==> src/design/eve_pkg.sv <==
`default_nettype none
package eve_pkg;

	// ----------------------------------------------------------------
	// Vector table layout
	// ----------------------------------------------------------------
	localparam logic [31:0] RESET_BASE   = 32'hA0000000;
	localparam logic [7:0]  VEC_RESET_PC = 8'h00;
	localparam logic [7:0]  VEC_RESET_SP = 8'h01;
	localparam logic [7:0]  VEC_ILL_GEN  = 8'h04;
	localparam logic [7:0]  VEC_ILL_SLOT = 8'h06;
	localparam logic [7:0]  VEC_ADDR_ERR = 8'h09;
	localparam logic [7:0]  VEC_NMI      = 8'h0B;
	localparam logic [7:0]  VEC_UBREAK   = 8'h0C;
	localparam logic [7:0]  VEC_DBG_INT  = 8'h0D;

	// ----------------------------------------------------------------
	// Reset values and timing
	// ----------------------------------------------------------------
	localparam logic [31:0] VBR_RESET    = 32'h00000000;
	localparam logic [3:0]  MASK_RESET   = 4'hF;
	localparam int          CLK_MHZ      = 250;
	// Minimum low time of the reset pin, in clock periods
	localparam int          MIN_LOW_TCYC = 20;
	localparam logic [4:0]  MIN_LOW_CYC  = 5'(MIN_LOW_TCYC * CLK_MHZ / CLK_MHZ);

	// ----------------------------------------------------------------
	// Register map (byte offsets) and fields
	// ----------------------------------------------------------------
	localparam logic [7:0]  OFS_VBR      = 8'h00;
	localparam logic [7:0]  OFS_SR       = 8'h04;
	localparam logic [7:0]  OFS_RESET_CONTROL_STATUS_REG   = 8'h08;
	localparam logic [7:0]  OFS_PC       = 8'h0C;
	localparam logic [7:0]  OFS_SP       = 8'h10;
	localparam logic [7:0]  OFS_STATE    = 8'h14;
	localparam int          SR_MASK_LSB  = 4;
	localparam int          WATCHDOG_OVERFLOW_FLAG_BIT     = 0;
	localparam logic [1:0]  RESP_OKAY    = 2'h0;
	localparam logic [1:0]  RESP_SLVERR  = 2'h2;

	// ----------------------------------------------------------------
	// Types
	// ----------------------------------------------------------------
	typedef enum logic [2:0] {
		ST_HOLD      = 3'h0,
		ST_FETCH_PC  = 3'h1,
		ST_FETCH_SP  = 3'h2,
		ST_INIT      = 3'h3,
		ST_RUN       = 3'h4,
		ST_FETCH_EXC = 3'h5,
		ST_DBG_HOLD  = 3'h6
	} eve_state_t;

	typedef struct packed {
		logic       addr_err;
		logic       ill_gen;
		logic       ill_slot;
		logic       trap;
		logic       nmi;
		logic       ubreak;
		logic       dbg_int;
		logic       irq;
		logic [7:0] trap_vec;
		logic [7:0] irq_vec;
	} eve_exc_req_t;

	typedef struct packed {
		logic        req;
		logic [31:0] addr;
	} eve_fetch_t;

	function automatic logic [31:0] vec_addr(input logic [31:0] base,
	                                         input logic [7:0]  num);
		vec_addr = base + {22'h000000, num, 2'h0};
	endfunction

endpackage
`default_nettype wire

==> src/design/eve_pin_sync.sv <==
`timescale 1ns/1ps
`default_nettype none
module eve_pin_sync (
	input  wire logic sys_clk,
	input  wire logic rst,
	input  wire logic pin_i,
	output logic      level_o
);
	logic s1_reg, s2_reg, s3_reg, lvl_reg;
	logic lvl_next;

	// A change counts only once the last two stages agree
	always_comb begin
		lvl_next = lvl_reg;
		if (s2_reg == s3_reg) begin
			lvl_next = s3_reg;
		end
	end

	always_ff @(posedge sys_clk) begin
		if (rst) begin
			s1_reg  <= 1'b1;
			s2_reg  <= 1'b1;
			s3_reg  <= 1'b1;
			lvl_reg <= 1'b1;
		end else begin
			s1_reg  <= pin_i;
			s2_reg  <= s1_reg;
			s3_reg  <= s2_reg;
			lvl_reg <= lvl_next;
		end
	end

	assign level_o = lvl_reg;
endmodule
`default_nettype wire

==> src/design/eve_exc_entry.sv <==
// What this block does
// - Each fixed exception source has its own distinct vector number and offset; all three resets share vectors 0 and 1.
// - Vector address comes from vector number; handler address fetched there.
// - Reset vector address is 0xA0000000 plus the table offset.
// - Other exceptions use vector base plus four times vector number.
// - Reset uses vector 0 for PC and vector 1 for SP.
// - Illegal instruction 4, illegal slot 6, address error 9.
// - NMI 11, user break 12, debug-port interrupt 13.
// - Any reset beats every other pending exception.
// - Power-on reset initialises CPU, interrupt unit, peripherals, pin logic.
// - While in reset state, CPU and peripheral registers stay initial.
// - Reset entry starts when pin rises after the required low time.
// - Initial PC is fetched first, initial SP afterwards.
// - Entry clears vector base and sets the four mask bits to ones.
// - Fetched values load PC and SP, then execution starts at PC.
// - Watchdog overflow with reset selected runs the same reset entry.
// - Pin reset wins over coincident watchdog reset; overflow flag cleared.
// - Debug-port reset assert initialises all and runs reset entry.
// - Debug reset entry starts only after assert then negate commands.
//
// The address map and the AXI4-Lite interface to the registers were decided locally.
`timescale 1ns/1ps
`default_nettype none
module eve_exc_entry (
	input  wire logic                  sys_clk,
	input  wire logic                  rst,
	input  wire logic                  power_on_reset_pin,
	input  wire logic                  watchdog_overflow,
	input  wire logic                  watchdog_por_sel,
	input  wire logic                  dbg_reset_assert,
	input  wire logic                  dbg_reset_negate,
	input  wire eve_pkg::eve_exc_req_t exc_req,
	output eve_pkg::eve_fetch_t        fetch_o,
	input  wire logic                  fetch_ack,
	input  wire logic [31:0]           fetch_data,
	output logic [31:0]                pc_o,
	output logic [31:0]                sp_o,
	output logic                       core_run_o,
	output logic                       module_reset_o,
	output logic                       exc_ack_o,
	output logic [31:0]                handler_addr_o,
	output logic [7:0]                 handler_vec_o,
	input  wire logic [31:0]           s_axi_awaddr,
	input  wire logic                  s_axi_awvalid,
	output logic                       s_axi_awready,
	input  wire logic [31:0]           s_axi_wdata,
	input  wire logic [3:0]            s_axi_wstrb,
	input  wire logic                  s_axi_wvalid,
	output logic                       s_axi_wready,
	output logic [1:0]                 s_axi_bresp,
	output logic                       s_axi_bvalid,
	input  wire logic                  s_axi_bready,
	input  wire logic [31:0]           s_axi_araddr,
	input  wire logic                  s_axi_arvalid,
	output logic                       s_axi_arready,
	output logic [31:0]                s_axi_rdata,
	output logic [1:0]                 s_axi_rresp,
	output logic                       s_axi_rvalid,
	input  wire logic                  s_axi_rready
);
	// Local names for the sequencer states, so the case reads plainly
	localparam eve_pkg::eve_state_t ST_HOLD      = eve_pkg::ST_HOLD;
	localparam eve_pkg::eve_state_t ST_FETCH_PC  = eve_pkg::ST_FETCH_PC;
	localparam eve_pkg::eve_state_t ST_FETCH_SP  = eve_pkg::ST_FETCH_SP;
	localparam eve_pkg::eve_state_t ST_INIT      = eve_pkg::ST_INIT;
	localparam eve_pkg::eve_state_t ST_RUN       = eve_pkg::ST_RUN;
	localparam eve_pkg::eve_state_t ST_FETCH_EXC = eve_pkg::ST_FETCH_EXC;
	localparam eve_pkg::eve_state_t ST_DBG_HOLD  = eve_pkg::ST_DBG_HOLD;

	// ----------------------------------------------------------------
	// Pin synchroniser
	// ----------------------------------------------------------------
	logic pin_level;
	logic pin_low;

	eve_pin_sync u_pin_sync (
		.sys_clk (sys_clk),
		.rst     (rst),
		.pin_i   (power_on_reset_pin),
		.level_o (pin_level)
	);
	assign pin_low = ~pin_level;

	// ----------------------------------------------------------------
	// Register bus write strobes (from the bus group)
	// ----------------------------------------------------------------
	logic        wr_fire;
	logic [7:0]  wr_ofs;
	logic [31:0] wr_data;
	logic [3:0]  wr_strb;

	// ----------------------------------------------------------------
	// Reset entry and exception sequencer
	// ----------------------------------------------------------------
	eve_pkg::eve_state_t state_reg, state_next;
	logic [4:0]          low_cnt_reg, low_cnt_next;
	logic [31:0]         vbr_reg, vbr_next;
	logic [3:0]          mask_reg, mask_next;
	logic                watchdog_overflow_flag_reg, watchdog_overflow_flag_next;
	logic [31:0]         pc_reg, pc_next;
	logic [31:0]         sp_reg, sp_next;
	logic                run_reg, run_next;
	logic                mrst_reg, mrst_next;
	eve_pkg::eve_fetch_t fetch_reg, fetch_next;
	logic                eack_reg, eack_next;
	logic [31:0]         hadr_reg, hadr_next;
	logic [7:0]          hvec_reg, hvec_next;
	logic [7:0]          pend_vec;
	logic                pend_any;
	logic                wdt_fire;

	// Fixed order among non-reset sources; resets are handled below this, after the sequencer case
	always_comb begin
		pend_any = 1'b1;
		pend_vec = eve_pkg::VEC_ADDR_ERR;
		if (exc_req.addr_err) begin
			pend_vec = eve_pkg::VEC_ADDR_ERR;
		end else if (exc_req.ill_gen) begin
			pend_vec = eve_pkg::VEC_ILL_GEN;
		end else if (exc_req.ill_slot) begin
			pend_vec = eve_pkg::VEC_ILL_SLOT;
		end else if (exc_req.trap) begin
			pend_vec = exc_req.trap_vec;
		end else if (exc_req.nmi) begin
			pend_vec = eve_pkg::VEC_NMI;
		end else if (exc_req.ubreak) begin
			pend_vec = eve_pkg::VEC_UBREAK;
		end else if (exc_req.dbg_int) begin
			pend_vec = eve_pkg::VEC_DBG_INT;
		end else if (exc_req.irq) begin
			pend_vec = exc_req.irq_vec;
		end else begin
			pend_any = 1'b0;
		end
	end

	assign wdt_fire = watchdog_overflow & watchdog_por_sel;

	always_comb begin
		state_next   = state_reg;
		low_cnt_next = low_cnt_reg;
		vbr_next     = vbr_reg;
		mask_next    = mask_reg;
		watchdog_overflow_flag_next    = watchdog_overflow_flag_reg;
		pc_next      = pc_reg;
		sp_next      = sp_reg;
		run_next     = run_reg;
		fetch_next   = fetch_reg;
		eack_next    = 1'b0;
		hadr_next    = hadr_reg;
		hvec_next    = hvec_reg;
		mrst_next    = 1'b0;
		if (wr_fire && wr_ofs == eve_pkg::OFS_VBR) begin
			for (int i = 0; i < 4; i++) begin
				if (wr_strb[i]) begin
					vbr_next[i*8 +: 8] = wr_data[i*8 +: 8];
				end
			end
		end
		if (wr_fire && wr_ofs == eve_pkg::OFS_SR && wr_strb[0]) begin
			mask_next = wr_data[eve_pkg::SR_MASK_LSB +: 4];
		end
		// A write of 0 clears, and so does a pin reset coinciding with a watchdog reset; a watchdog reset in the same cycle as the write wins
		if (wr_fire && wr_ofs == eve_pkg::OFS_RESET_CONTROL_STATUS_REG && wr_strb[0] &&
		    !wr_data[eve_pkg::WATCHDOG_OVERFLOW_FLAG_BIT]) begin
			watchdog_overflow_flag_next = 1'b0;
		end
		unique case (state_reg)
			ST_HOLD: begin
				if (!pin_low && low_cnt_reg >= eve_pkg::MIN_LOW_CYC) begin
					state_next = ST_FETCH_PC;
				end
			end
			ST_FETCH_PC: begin
				if (fetch_ack) begin
					pc_next         = fetch_data;
					state_next      = ST_FETCH_SP;
					fetch_next.addr = eve_pkg::vec_addr(eve_pkg::RESET_BASE,
					                  eve_pkg::VEC_RESET_SP);
				end
			end
			ST_FETCH_SP: begin
				if (fetch_ack) begin
					sp_next        = fetch_data;
					fetch_next.req = 1'b0;
					state_next     = ST_INIT;
				end
			end
			ST_INIT: begin
				vbr_next   = eve_pkg::VBR_RESET;
				mask_next  = eve_pkg::MASK_RESET;
				run_next   = 1'b1;
				state_next = ST_RUN;
			end
			ST_RUN: begin
				// The requester drops its line only after the ack pulse
				if (pend_any && !eack_reg) begin
					hvec_next  = pend_vec;
					fetch_next = '{req: 1'b1,
					  addr: eve_pkg::vec_addr(vbr_reg, pend_vec)};
					state_next = ST_FETCH_EXC;
				end
			end
			ST_FETCH_EXC: begin
				if (fetch_ack) begin
					hadr_next      = fetch_data;
					eack_next      = 1'b1;
					fetch_next.req = 1'b0;
					state_next     = ST_RUN;
				end
			end
			ST_DBG_HOLD: begin
				if (dbg_reset_negate) begin
					state_next = ST_FETCH_PC;
				end
			end
			default: begin
				state_next = ST_HOLD;
			end
		endcase
		// Resets are taken last so they override any exception entry
		if (dbg_reset_assert && !pin_low) begin
			state_next = ST_DBG_HOLD;
		end
		if (wdt_fire && !pin_low) begin
			watchdog_overflow_flag_next  = 1'b1;
			state_next = ST_FETCH_PC;
		end
		if (pin_low) begin
			state_next = ST_HOLD;
			if (wdt_fire) begin
				watchdog_overflow_flag_next = 1'b0;
			end
		end
		if (pin_low) begin
			if (low_cnt_reg < eve_pkg::MIN_LOW_CYC) begin
				low_cnt_next = low_cnt_reg + 5'h01;
			end
		end else begin
			// A short pulse must not add up with a later one
			low_cnt_next = 5'h00;
		end
		// Initial values are held for as long as any reset state lasts
		if (state_next == ST_HOLD || state_next == ST_DBG_HOLD ||
		    (state_next == ST_FETCH_PC && state_reg != ST_FETCH_PC)) begin
			mrst_next  = 1'b1;
			run_next   = 1'b0;
			vbr_next   = eve_pkg::VBR_RESET;
			mask_next  = eve_pkg::MASK_RESET;
			pc_next    = 32'h00000000;
			sp_next    = 32'h00000000;
			eack_next  = 1'b0;
			fetch_next = '{req: 1'b0, addr: 32'h00000000};
		end
		if (state_next == ST_FETCH_PC && state_reg != ST_FETCH_PC) begin
			fetch_next = '{req: 1'b1,
			  addr: eve_pkg::vec_addr(eve_pkg::RESET_BASE,
			                          eve_pkg::VEC_RESET_PC)};
		end
	end

	always_ff @(posedge sys_clk) begin
		if (rst) begin
			state_reg   <= ST_HOLD;
			low_cnt_reg <= 5'h00;
			vbr_reg     <= eve_pkg::VBR_RESET;
			mask_reg    <= eve_pkg::MASK_RESET;
			watchdog_overflow_flag_reg    <= 1'b0;
			pc_reg      <= 32'h00000000;
			sp_reg      <= 32'h00000000;
			run_reg     <= 1'b0;
			mrst_reg    <= 1'b1;
			fetch_reg   <= '{req: 1'b0, addr: 32'h00000000};
			eack_reg    <= 1'b0;
			hadr_reg    <= 32'h00000000;
			hvec_reg    <= 8'h00;
		end else begin
			state_reg   <= state_next;
			low_cnt_reg <= low_cnt_next;
			vbr_reg     <= vbr_next;
			mask_reg    <= mask_next;
			watchdog_overflow_flag_reg    <= watchdog_overflow_flag_next;
			pc_reg      <= pc_next;
			sp_reg      <= sp_next;
			run_reg     <= run_next;
			mrst_reg    <= mrst_next;
			fetch_reg   <= fetch_next;
			eack_reg    <= eack_next;
			hadr_reg    <= hadr_next;
			hvec_reg    <= hvec_next;
		end
	end

	assign fetch_o        = fetch_reg;
	assign pc_o           = pc_reg;
	assign sp_o           = sp_reg;
	assign core_run_o     = run_reg;
	assign module_reset_o = mrst_reg;
	assign exc_ack_o      = eack_reg;
	assign handler_addr_o = hadr_reg;
	assign handler_vec_o  = hvec_reg;

	// ----------------------------------------------------------------
	// AXI4-Lite slave
	// ----------------------------------------------------------------
	logic        awh_reg, awh_next, wh_reg, wh_next;
	logic [7:0]  awa_reg, awa_next;
	logic [31:0] wd_reg, wd_next;
	logic [3:0]  ws_reg, ws_next;
	logic        awr_reg, awr_next, wr_reg, wr_next;
	logic        bv_reg, bv_next, arr_reg, arr_next, rv_reg, rv_next;
	logic [1:0]  br_reg, br_next, rr_reg, rr_next;
	logic [31:0] rd_reg, rd_next;

	function automatic logic mapped(input logic [7:0] ofs);
		mapped = ofs <= eve_pkg::OFS_STATE && ofs[1:0] == 2'h0;
	endfunction

	assign wr_fire = awh_reg & wh_reg & ~bv_reg;
	assign wr_ofs  = awa_reg;
	assign wr_data = wd_reg;
	assign wr_strb = ws_reg;

	always_comb begin
		awh_next = awh_reg;
		wh_next  = wh_reg;
		awa_next = awa_reg;
		wd_next  = wd_reg;
		ws_next  = ws_reg;
		bv_next  = bv_reg;
		br_next  = br_reg;
		arr_next = arr_reg;
		rv_next  = rv_reg;
		rr_next  = rr_reg;
		rd_next  = rd_reg;
		if (s_axi_awvalid && awr_reg) begin
			awh_next = 1'b1;
			awa_next = s_axi_awaddr[7:0];
		end
		if (s_axi_wvalid && wr_reg) begin
			wh_next = 1'b1;
			wd_next = s_axi_wdata;
			ws_next = s_axi_wstrb;
		end
		if (wr_fire) begin
			awh_next = 1'b0;
			wh_next  = 1'b0;
			bv_next  = 1'b1;
			br_next  = mapped(awa_reg) ? eve_pkg::RESP_OKAY :
			           eve_pkg::RESP_SLVERR;
		end
		if (bv_reg && s_axi_bready) begin
			bv_next = 1'b0;
		end
		if (s_axi_arvalid && arr_reg) begin
			arr_next = 1'b0;
			rv_next  = 1'b1;
			rr_next  = mapped(s_axi_araddr[7:0]) ? eve_pkg::RESP_OKAY :
			           eve_pkg::RESP_SLVERR;
			unique case (s_axi_araddr[7:0])
				eve_pkg::OFS_VBR:    rd_next = vbr_reg;
				eve_pkg::OFS_SR:     rd_next = {24'h0, mask_reg, 4'h0};
				eve_pkg::OFS_RESET_CONTROL_STATUS_REG: rd_next = {31'h0, watchdog_overflow_flag_reg};
				eve_pkg::OFS_PC:     rd_next = pc_reg;
				eve_pkg::OFS_SP:     rd_next = sp_reg;
				eve_pkg::OFS_STATE:  rd_next = {20'h0, hvec_reg, run_reg,
				                                state_reg};
				default:             rd_next = 32'h00000000;
			endcase
		end
		if (rv_reg && s_axi_rready) begin
			rv_next  = 1'b0;
			arr_next = 1'b1;
		end
		awr_next = ~awh_next & ~bv_next;
		wr_next  = ~wh_next & ~bv_next;
	end

	always_ff @(posedge sys_clk) begin
		if (rst) begin
			awh_reg <= 1'b0;
			wh_reg  <= 1'b0;
			awa_reg <= 8'h00;
			wd_reg  <= 32'h00000000;
			ws_reg  <= 4'h0;
			awr_reg <= 1'b1;
			wr_reg  <= 1'b1;
			bv_reg  <= 1'b0;
			br_reg  <= 2'h0;
			arr_reg <= 1'b1;
			rv_reg  <= 1'b0;
			rr_reg  <= 2'h0;
			rd_reg  <= 32'h00000000;
		end else begin
			awh_reg <= awh_next;
			wh_reg  <= wh_next;
			awa_reg <= awa_next;
			wd_reg  <= wd_next;
			ws_reg  <= ws_next;
			awr_reg <= awr_next;
			wr_reg  <= wr_next;
			bv_reg  <= bv_next;
			br_reg  <= br_next;
			arr_reg <= arr_next;
			rv_reg  <= rv_next;
			rr_reg  <= rr_next;
			rd_reg  <= rd_next;
		end
	end

	assign s_axi_awready = awr_reg;
	assign s_axi_wready  = wr_reg;
	assign s_axi_bvalid  = bv_reg;
	assign s_axi_bresp   = br_reg;
	assign s_axi_arready = arr_reg;
	assign s_axi_rvalid  = rv_reg;
	assign s_axi_rresp   = rr_reg;
	assign s_axi_rdata   = rd_reg;

	// ----------------------------------------------------------------
	// Checks
	// ----------------------------------------------------------------
	AST_PC_ADDR: assert property (@(posedge sys_clk) disable iff (rst)
		state_reg == ST_FETCH_PC && fetch_reg.req |->
		fetch_reg.addr == 32'hA0000000)
		else $error("PC fetch not at reset base");
	AST_SP_ADDR: assert property (@(posedge sys_clk) disable iff (rst)
		state_reg == ST_FETCH_SP |-> fetch_reg.addr == 32'hA0000004)
		else $error("SP fetch not at reset base plus four");
	AST_PC_BEFORE_SP: assert property (@(posedge sys_clk) disable iff (rst)
		$rose(state_reg == ST_FETCH_SP) |->
		$past(state_reg) == ST_FETCH_PC && $past(fetch_ack))
		else $error("SP fetched before PC");
	AST_INIT_VALUES: assert property (@(posedge sys_clk) disable iff (rst)
		state_reg == ST_INIT && !pin_low && !wdt_fire && !dbg_reset_assert
		|=> vbr_reg == 32'h0 && mask_reg == 4'hF && run_reg)
		else $error("Entry did not set vector base and mask");
	AST_START_PC: assert property (@(posedge sys_clk) disable iff (rst)
		$rose(run_reg) |-> pc_reg == $past(pc_reg, 2) && state_reg == ST_RUN)
		else $error("Run started without fetched PC");
	AST_EXC_ADDR: assert property (@(posedge sys_clk) disable iff (rst)
		state_reg == ST_RUN && pend_any && !eack_reg && !pin_low &&
		!wdt_fire && !dbg_reset_assert |=> fetch_reg.req &&
		fetch_reg.addr == vbr_reg + {22'h0, $past(pend_vec), 2'h0})
		else $error("Exception vector address wrong");
	AST_HOLD_INIT: assert property (@(posedge sys_clk) disable iff (rst)
		pin_low [*2] |-> mrst_reg && !run_reg && !fetch_reg.req)
		else $error("Reset state not held");
	AST_PIN_WINS: assert property (@(posedge sys_clk) disable iff (rst)
		pin_low && wdt_fire |=> !watchdog_overflow_flag_reg && state_reg == ST_HOLD)
		else $error("Watchdog reset beat pin reset");
	AST_WDT_RESET: assert property (@(posedge sys_clk) disable iff (rst)
		!pin_low && wdt_fire |=> watchdog_overflow_flag_reg && state_reg == ST_FETCH_PC)
		else $error("Watchdog overflow did not start reset entry");
	AST_DBG_ORDER: assert property (@(posedge sys_clk) disable iff (rst)
		state_reg == ST_DBG_HOLD && !dbg_reset_negate && !pin_low &&
		!wdt_fire |=> state_reg == ST_DBG_HOLD)
		else $error("Debug reset entry before negate");
	AST_ALIGNED: assert property (@(posedge sys_clk) disable iff (rst)
		fetch_reg.req && state_reg != ST_FETCH_EXC |->
		fetch_reg.addr[1:0] == 2'h0)
		else $error("Unaligned vector fetch");
endmodule
`default_nettype wire

==> config.mk <==
export PLATFORM = sky130hd
export DESIGN_NAME = eve_exc_entry
export DESIGN_NICKNAME = d
export VERILOG_FILES = /design/src/design/eve_pkg.sv /design/src/design/eve_pin_sync.sv /design/src/design/eve_exc_entry.sv
export SDC_FILE = /design/constraint.sdc
export NUM_CORES = 1
export LEC_CHECK = 0
export ABC_AREA = 1
export BUFFER_PORTS_ARGS = -buffer_cell sky130_fd_sc_hd__buf_2
export CAP_MARGIN = 5
export CORE_MARGIN = 3
export CORE_UTILIZATION = 55
export DETAILED_ROUTE_END_ITERATION = 12
export HOLD_SLACK_MARGIN = 0.08
export PLACE_DENSITY = 0.94
export SYNTH_ARGS = -nofsm -noshare
export SYNTH_HDL_FRONTEND = slang
export SYNTH_SLANG_ARGS = --single-unit
==> constraint.sdc <==
create_clock -name sys_clk -period 4.7 [get_ports sys_clk]
set_clock_uncertainty 0.15 [all_clocks]
set_input_delay 0.705 -clock sys_clk [delete_from_list [all_inputs] [get_ports sys_clk]]
set_output_delay 0.705 -clock sys_clk [all_outputs]
set_load 0.02 [all_outputs]
==> results of run 1 <==
## layer usage
| layer | global-route usage, % | routed length (um) |
|---|---|---|
| met5 | 0 | 0 |
| met4 | 11.37 | 1626 |
| met3 | 5.652 | 3481 |
| met2 | 50.87 | 17640 |
| met1 | 38.59 | 14530 |
## cells in the final DEF, fill, tap and decap left out, types with 7 or more instances in the layout
cell type and count:
ha_1 10, nand3_1 56, inv_2 7, o211ai_1 19
inv_1 157, nor3_1 13, a21oi_2 22, o21ai_0 108
nand2_1 332, nand4_1 41, clkbuf_16 28, a211oi_1 66
nor2_1 216, buf_2 299, dfxtp_1 274, a21oi_1 142
buf_4 10, o2111ai_1 7, clkinv_2 7
## critical path: stages
cell	delay, ns
buf_2	0.16
nor3_1	0.43
a32oi_1	0.18
nor2_1	0.25
ha_1	0.22
inv_1	0.08
o21bai_1	0.22
a21oi_1	0.10
o21ai_1	0.46
nand3_1	0.27
o21ai_0	0.22
nand3_1	0.11
a21oi_2	0.16
## cells by family after synthesis
family | count (synthesis) | synth area share (%)
and+or+nand+nor | 685 | 24.11
AOI/OAI and AO/OA | 383 | 19.31
DFF | 274 | 46.35
buffers and inverters | 255 | 8.532
adders and majority gates | 11 | 1.226
xor gates and xnor gates | 6 | 0.4441
other | 1 | 0.03169
## power breakdown
| group | switching, mW | internal (mW) |
|---|---|---|
| clock | 0.921 | 1.31 |
| sequential | 0.0658 | 2.40 |
| combinational | 0.376 | 0.161 |
## stage by stage
step	setup WS [ns]	cell area, um^2	cells	util (%)
finish	1.460	14330	2162	67.94
global route	1.123	14330	2162	67.94
CTS	1.533	14330	2162	67.94
detailed placement	0.9814	13390	2110	63.49
global placement	1.010	13390	2110	63.49
floorplan	1.448	11840	1616	-
## layout make-up
type / count / area [um^2]
Clock buffer: 40 / 805.8
Clock inverter: 12 / 131.4
Fill cell: 1781 / 6761
Inverter: 165 / 620.6
Multi-Input combinational cell: 1087 / 5368
Sequential cell: 274 / 5485
Tap cell: 275 / 344.1
Timing Repair Buffer: 309 / 1572
## worst min-delay path by stage
stage | start | to | depth (start not counted)
6_report | power_on_reset_pin | u_pin_sync.s1_reg$_SDFF_PP1_ | 2
2_1_floorplan | u_pin_sync.s1_reg$_SDFF_PP1_ | u_pin_sync.s2_reg$_SDFF_PP1_ | 1
5_1_grt | power_on_reset_pin | u_pin_sync.s1_reg$_SDFF_PP1_ | 2
3_3_place_gp | u_pin_sync.s1_reg$_SDFF_PP1_ | u_pin_sync.s2_reg$_SDFF_PP1_ | 1
4_1_cts | power_on_reset_pin | u_pin_sync.s1_reg$_SDFF_PP1_ | 2
3_5_place_dp | u_pin_sync.s1_reg$_SDFF_PP1_ | u_pin_sync.s2_reg$_SDFF_PP1_ | 1
==> flow_summary.toml, run 1 <==
[floorplan]
placement_rows = 53
io_pins = 350
start_util_pct = 56.12
coreArea_um2 = 21090
dieHeight_um = 152.7
die_w_um = 152.7
die-area_um2 = 23310

[yosys]
synthFlopType = "dfxtp_1"
synthArstFlopShare_pct = 0
synth.distinct_cells = 44
synth_area_leaders = "dfxtp_1 46%, nand2_1 11%, nor2_1 6.9%, a21oi_1 6.0%, inv_1 5.0%"
synth_top_area_share_pct = 46.35
synthCells = 1615
synth_area_leader_cell = "dfxtp_1"
synth_edf_count = 0
syn-cell-area_um2 = 11830
synth.most_common_cell = "nand2_1"
synthTopCellsByCount = "332 x nand2_1, 274 x dfxtp_1, 217 x nor2_1, 158 x inv_1, 142 x a21oi_1"
postSynthAreaPerCell_um2 = 7.327
synth-seq-cells = 274
synth_warnings = 0
yosysSeqAreaShare_pct = 46.35

[worst_setup_path]
worstSetupEndpoint = "fetch_o[25]$_SDFFE_PP0P_"
start_kind = "primary input"
critical_path_class = "in2reg"
r2r_start = "state_reg[2]$_SDFF_PP0_"
cp.required_ns = 5.02
crit_start = "exc_req[20]"
cp-end-kind = "register"
path_max_fanout = 10
r2r_cells = 12
r2r_end = "pc_o[22]$_SDFFE_PP0P_"
regToRegSetupSlack_ns = 1.54
crit_arrival_ns = 3.56

[pwr]
p_leak_nw = 6.104
peakVddDrop_uv = 320.5
p_per_area_nw_per_um2 = 365.4
total_power_mw = 5.235

[timing]
rsz0062_at_grt = "false"
timing.final.crit_share_pct = 68.94
tightest_slew_ns = 1.204
finalHoldViolCount = 0
min_period_ns = 3.240
whs_ns = 0.2304
tns_ns = 0
slew_headroom_pct = 19.61
fmax_mhz = 308.6
setup_violations = 0
slew_viol_final = 0

[layout]
drive_gt1_share_pct = 21.36
insertedDiodeCount = 0
nNetsFinal = 2045
largest_reg_flops = 33
area_growth_syn_to_layout_pct = 21.06

[cts]
htreeDepth = 1
post_cts_buffers = 0
cts_root_buf = "clkbuf_16"
clk_latency_ns = 0.54
cts_buffers = 28
tritoncts = "built"
clock-sinks = 274
hold_buffers = 0
postCtsResizedCells = 0
clock_path_buffers = 3
path_clk_slew_ns = 0.06

[global_route]
grt_max_degree = 89
grt_pass1_vias = 11220
grt_pass1_wl_um = 58150
grt.overflow.total = 0
antenna_found_initial = 0
grt_use_total_pct = 30.18

[job]
drv_cap = 0

[drt]
ant_nets = 0
avgRoutedWirePerCell_um = 17.24
vias = 12130
viasPerCell = 5.611
wirelength_um = 37280
first_pass_iters = 6
drc = 0
dr.first_iter.drc_count = 1097

[placed_design]
gp_congestion = 1.006
place_hpwl_um = 27720
io_buffers = 299

[hold_path]
hp-class = "in2reg"

[outcome]
outcome = "complete, no violations"
No activity file was read; power rests on OpenSTA's default activity.
==> run 2: changes to the inputs <==
--- a/config.mk
+++ b/config.mk
@@ -9,10 +9,10 @@
 export BUFFER_PORTS_ARGS = -buffer_cell sky130_fd_sc_hd__buf_2
 export CAP_MARGIN = 5
 export CORE_MARGIN = 3
-export CORE_UTILIZATION = 55
+export CORE_UTILIZATION = 47
 export DETAILED_ROUTE_END_ITERATION = 12
 export HOLD_SLACK_MARGIN = 0.08
-export PLACE_DENSITY = 0.94
+export PLACE_DENSITY = 0.87
 export SYNTH_ARGS = -nofsm -noshare
 export SYNTH_HDL_FRONTEND = slang
 export SYNTH_SLANG_ARGS = --single-unit
==> constraint.sdc (replaced) <==
create_clock -name sys_clk -period 2.8 [get_ports sys_clk]
set_clock_uncertainty 0.15 [all_clocks]
set_input_delay 0.42 -clock sys_clk [delete_from_list [all_inputs] [get_ports sys_clk]]
set_output_delay 0.42 -clock sys_clk [all_outputs]
set_load 0.02 [all_outputs]
==> run 2 against run 1 <==
Effect of this change:
- sequential cell count stayed put
- first-iteration DRC count is 19% higher
- wire length increased by 12%
- utilization is 3.7 points lower
==> flow_summary.toml, run 2 (synthesis gave the netlist of run 1 again) <==
[worst_setup_path]
r2r_end = "pc_o[23]$_SDFFE_PP0P_"
cp-end-kind = "register"
path_max_fanout = 5
slowest_stage = "ha_1"
crit_chain = "buf_2 > nor3_2 > nand2_1 > o211ai_1 > nand2_1 > ha_1 > nand3_1 > nand3_1 > nand2_1 > nand2_1 > nand2_1 > nor2_2 > nand2_1 > nor2_2 > nand2_1 > nand2_1 > nand3_1 > a21oi_2"
slowest_delay_ns = 0.36
critical_path_class = "in2reg"
regToRegSetupSlack_ns = 0.26
cp.required_ns = 3.13
crit_top_cell = "nand2_1"
crit_arrival_ns = 2.92
r2r_start = "state_reg[0]$_SDFF_PP0_"
critPathTopFamily = "simple AND/OR/NAND/NOR gates"
start_kind = "primary input"
cp.buffers_inverters = 1
r2r_cells = 12

[drt]
vias = 12750
viasPerCell = 5.453
first_pass_iters = 7
avgRoutedWirePerCell_um = 17.89
wirelength_um = 41840
ant_nets = 0
drc = 0
dr.first_iter.drc_count = 1309

[layout]
nNetsFinal = 2174
area_growth_syn_to_layout_pct = 33.17
mostFrequentLayoutCells = "332 x nand2_1, 299 x buf_2, 274 x dfxtp_1"
insertedDiodeCount = 0
largest_reg_flops = 33
final_util_pct = 64.23
layout.cells.most_common = "nand2_1"
fill_cells = 2043
drive_gt1_share_pct = 22.63

[global_route]
grt_pass1_wl_um = 64210
grt_use_total_pct = 29.71
grt_max_degree = 65
use_met2_pct = 50.45
antenna_found_initial = 1
grt_pass1_vias = 12140
grt.overflow.total = 0
grt-busiest-layer = "met2"
use_met3_pct = 5.994
grtUsageMet1_pct = 36.49

[outcome]
outcome = "complete, no violations"

[timing]
fmax_mhz = 386.3
min_period_ns = 2.589
rsz0062_at_grt = "false"
finalHoldViolCount = 0
tightest_slew_ns = 0.7479
slew_headroom_pct = 49.76
setup_violations = 0
timing.final.crit_share_pct = 92.45
whs_ns = 0.09388
slew_viol_final = 0

[placed_design]
place_hpwl_um = 29420
io_buffers = 299
gp_congestion = 0.9181

[hold_path]
min_path_cells = 4
min_to = "watchdog_overflow_flag_reg$_SDFF_PP0_"
hp-class = "in2reg"
min_from = "watchdog_overflow"

[job]
drv_cap = 0

[cts]
htreeDepth = 1
clock_path_buffers = 3
clk_latency_ns = 0.54
path_clk_slew_ns = 0.06
cts_buffers = 28
clock-sinks = 274
cts_root_buf = "clkbuf_16"
tritoncts = "built"

[floorplan]
placement_rows = 57
die-area_um2 = 27120
io_pins = 350
coreArea_um2 = 24530
dieHeight_um = 164.7
start_util_pct = 48.24
die_w_um = 164.7

[pwr]
p_leak_nw = 6.754
peakVddDrop_uv = 548.9
p_per_area_nw_per_um2 = 599.6
total_power_mw = 9.449
-- run 2: metrics by stage --
step                      area [um^2]  std cells  setup TNS, ns  setup WS, ns
after floorplan                 11850       1616              0       0.02072
after global placement          13900       2208         -2.601       -0.2759
after detailed placement        13900       2208         -4.286       -0.3616
after CTS                       15750       2339              0        0.1704
after global routing            15760       2339              0      0.003705
final                           15760       2339              0        0.2113
-- run 2: cell type report --
| class | instances | area, um^2 | share of cell area, % |
|---|---|---|---|
| Timing Repair Buffer | 438 | 2815 | 17.86 |
| Tap cell | 324 | 405.4 | 2.572 |
| Multi-Input combinational cell | 1087 | 5381 | 34.15 |
| Clock buffer | 41 | 840.8 | 5.335 |
| Clock inverter | 10 | 210.2 | 1.334 |
| Inverter | 165 | 620.6 | 3.938 |
| Sequential cell | 274 | 5485 | 34.81 |
-- run 2: worst max path at each step --
stage                start                  endpoint  slack (ns)  depth (start not counted)
4_1_cts        exc_req[22]  fetch_o[28]$_SDFFE_PP0P_        0.17                         19
3_5_place_dp   exc_req[22]  fetch_o[28]$_SDFFE_PP0P_       -0.36                         19
6_report       exc_req[20]  fetch_o[28]$_SDFFE_PP0P_        0.21                         18
2_1_floorplan  exc_req[20]  fetch_o[28]$_SDFFE_PP0P_        0.02                         18
5_1_grt        exc_req[20]  fetch_o[29]$_SDFFE_PP0P_       0.004                         19
3_3_place_gp   exc_req[22]  fetch_o[28]$_SDFFE_PP0P_       -0.28                         19
-- run 2: repair_timing --
| item | CTS | global route |
|---|---|---|
| endpoints found under the hold margin | 141 | 0 |
| hold buffers | 80 | 0 |
| buffers inserted | 0 | 0 |
| setup endpoints to repair | 0 | 13 |
| resized for setup | 0 | 3 |
-- run 2: worst register-to-register path, stage by stage, from the launching register on --
cell,delay [ns]
dfxtp_1,0.39
inv_2,0.09
nor2_4,0.15
nand3_1,0.22
nand3_1,0.16
nand2_1,0.10
and3_1,0.17
nand2_2,0.12
nand2_2,0.09
nor2_2,0.12
clkinv_2,0.16
buf_12,0.22
a211oi_1,0.30
-- run 2: report_power, final --
group / switching, mW / internal [mW]
combinational: 0.689 / 0.394
clock: 1.59 / 2.63
sequential: 0.114 / 4.03
total: 2.39 / 7.06
-- run 2: layer usage --
layer	vias up	routed length [um]
li1	6093	-
met1	5884	16260
met2	640	19600
met3	135	3846
met4	2	2119
met5	-	12
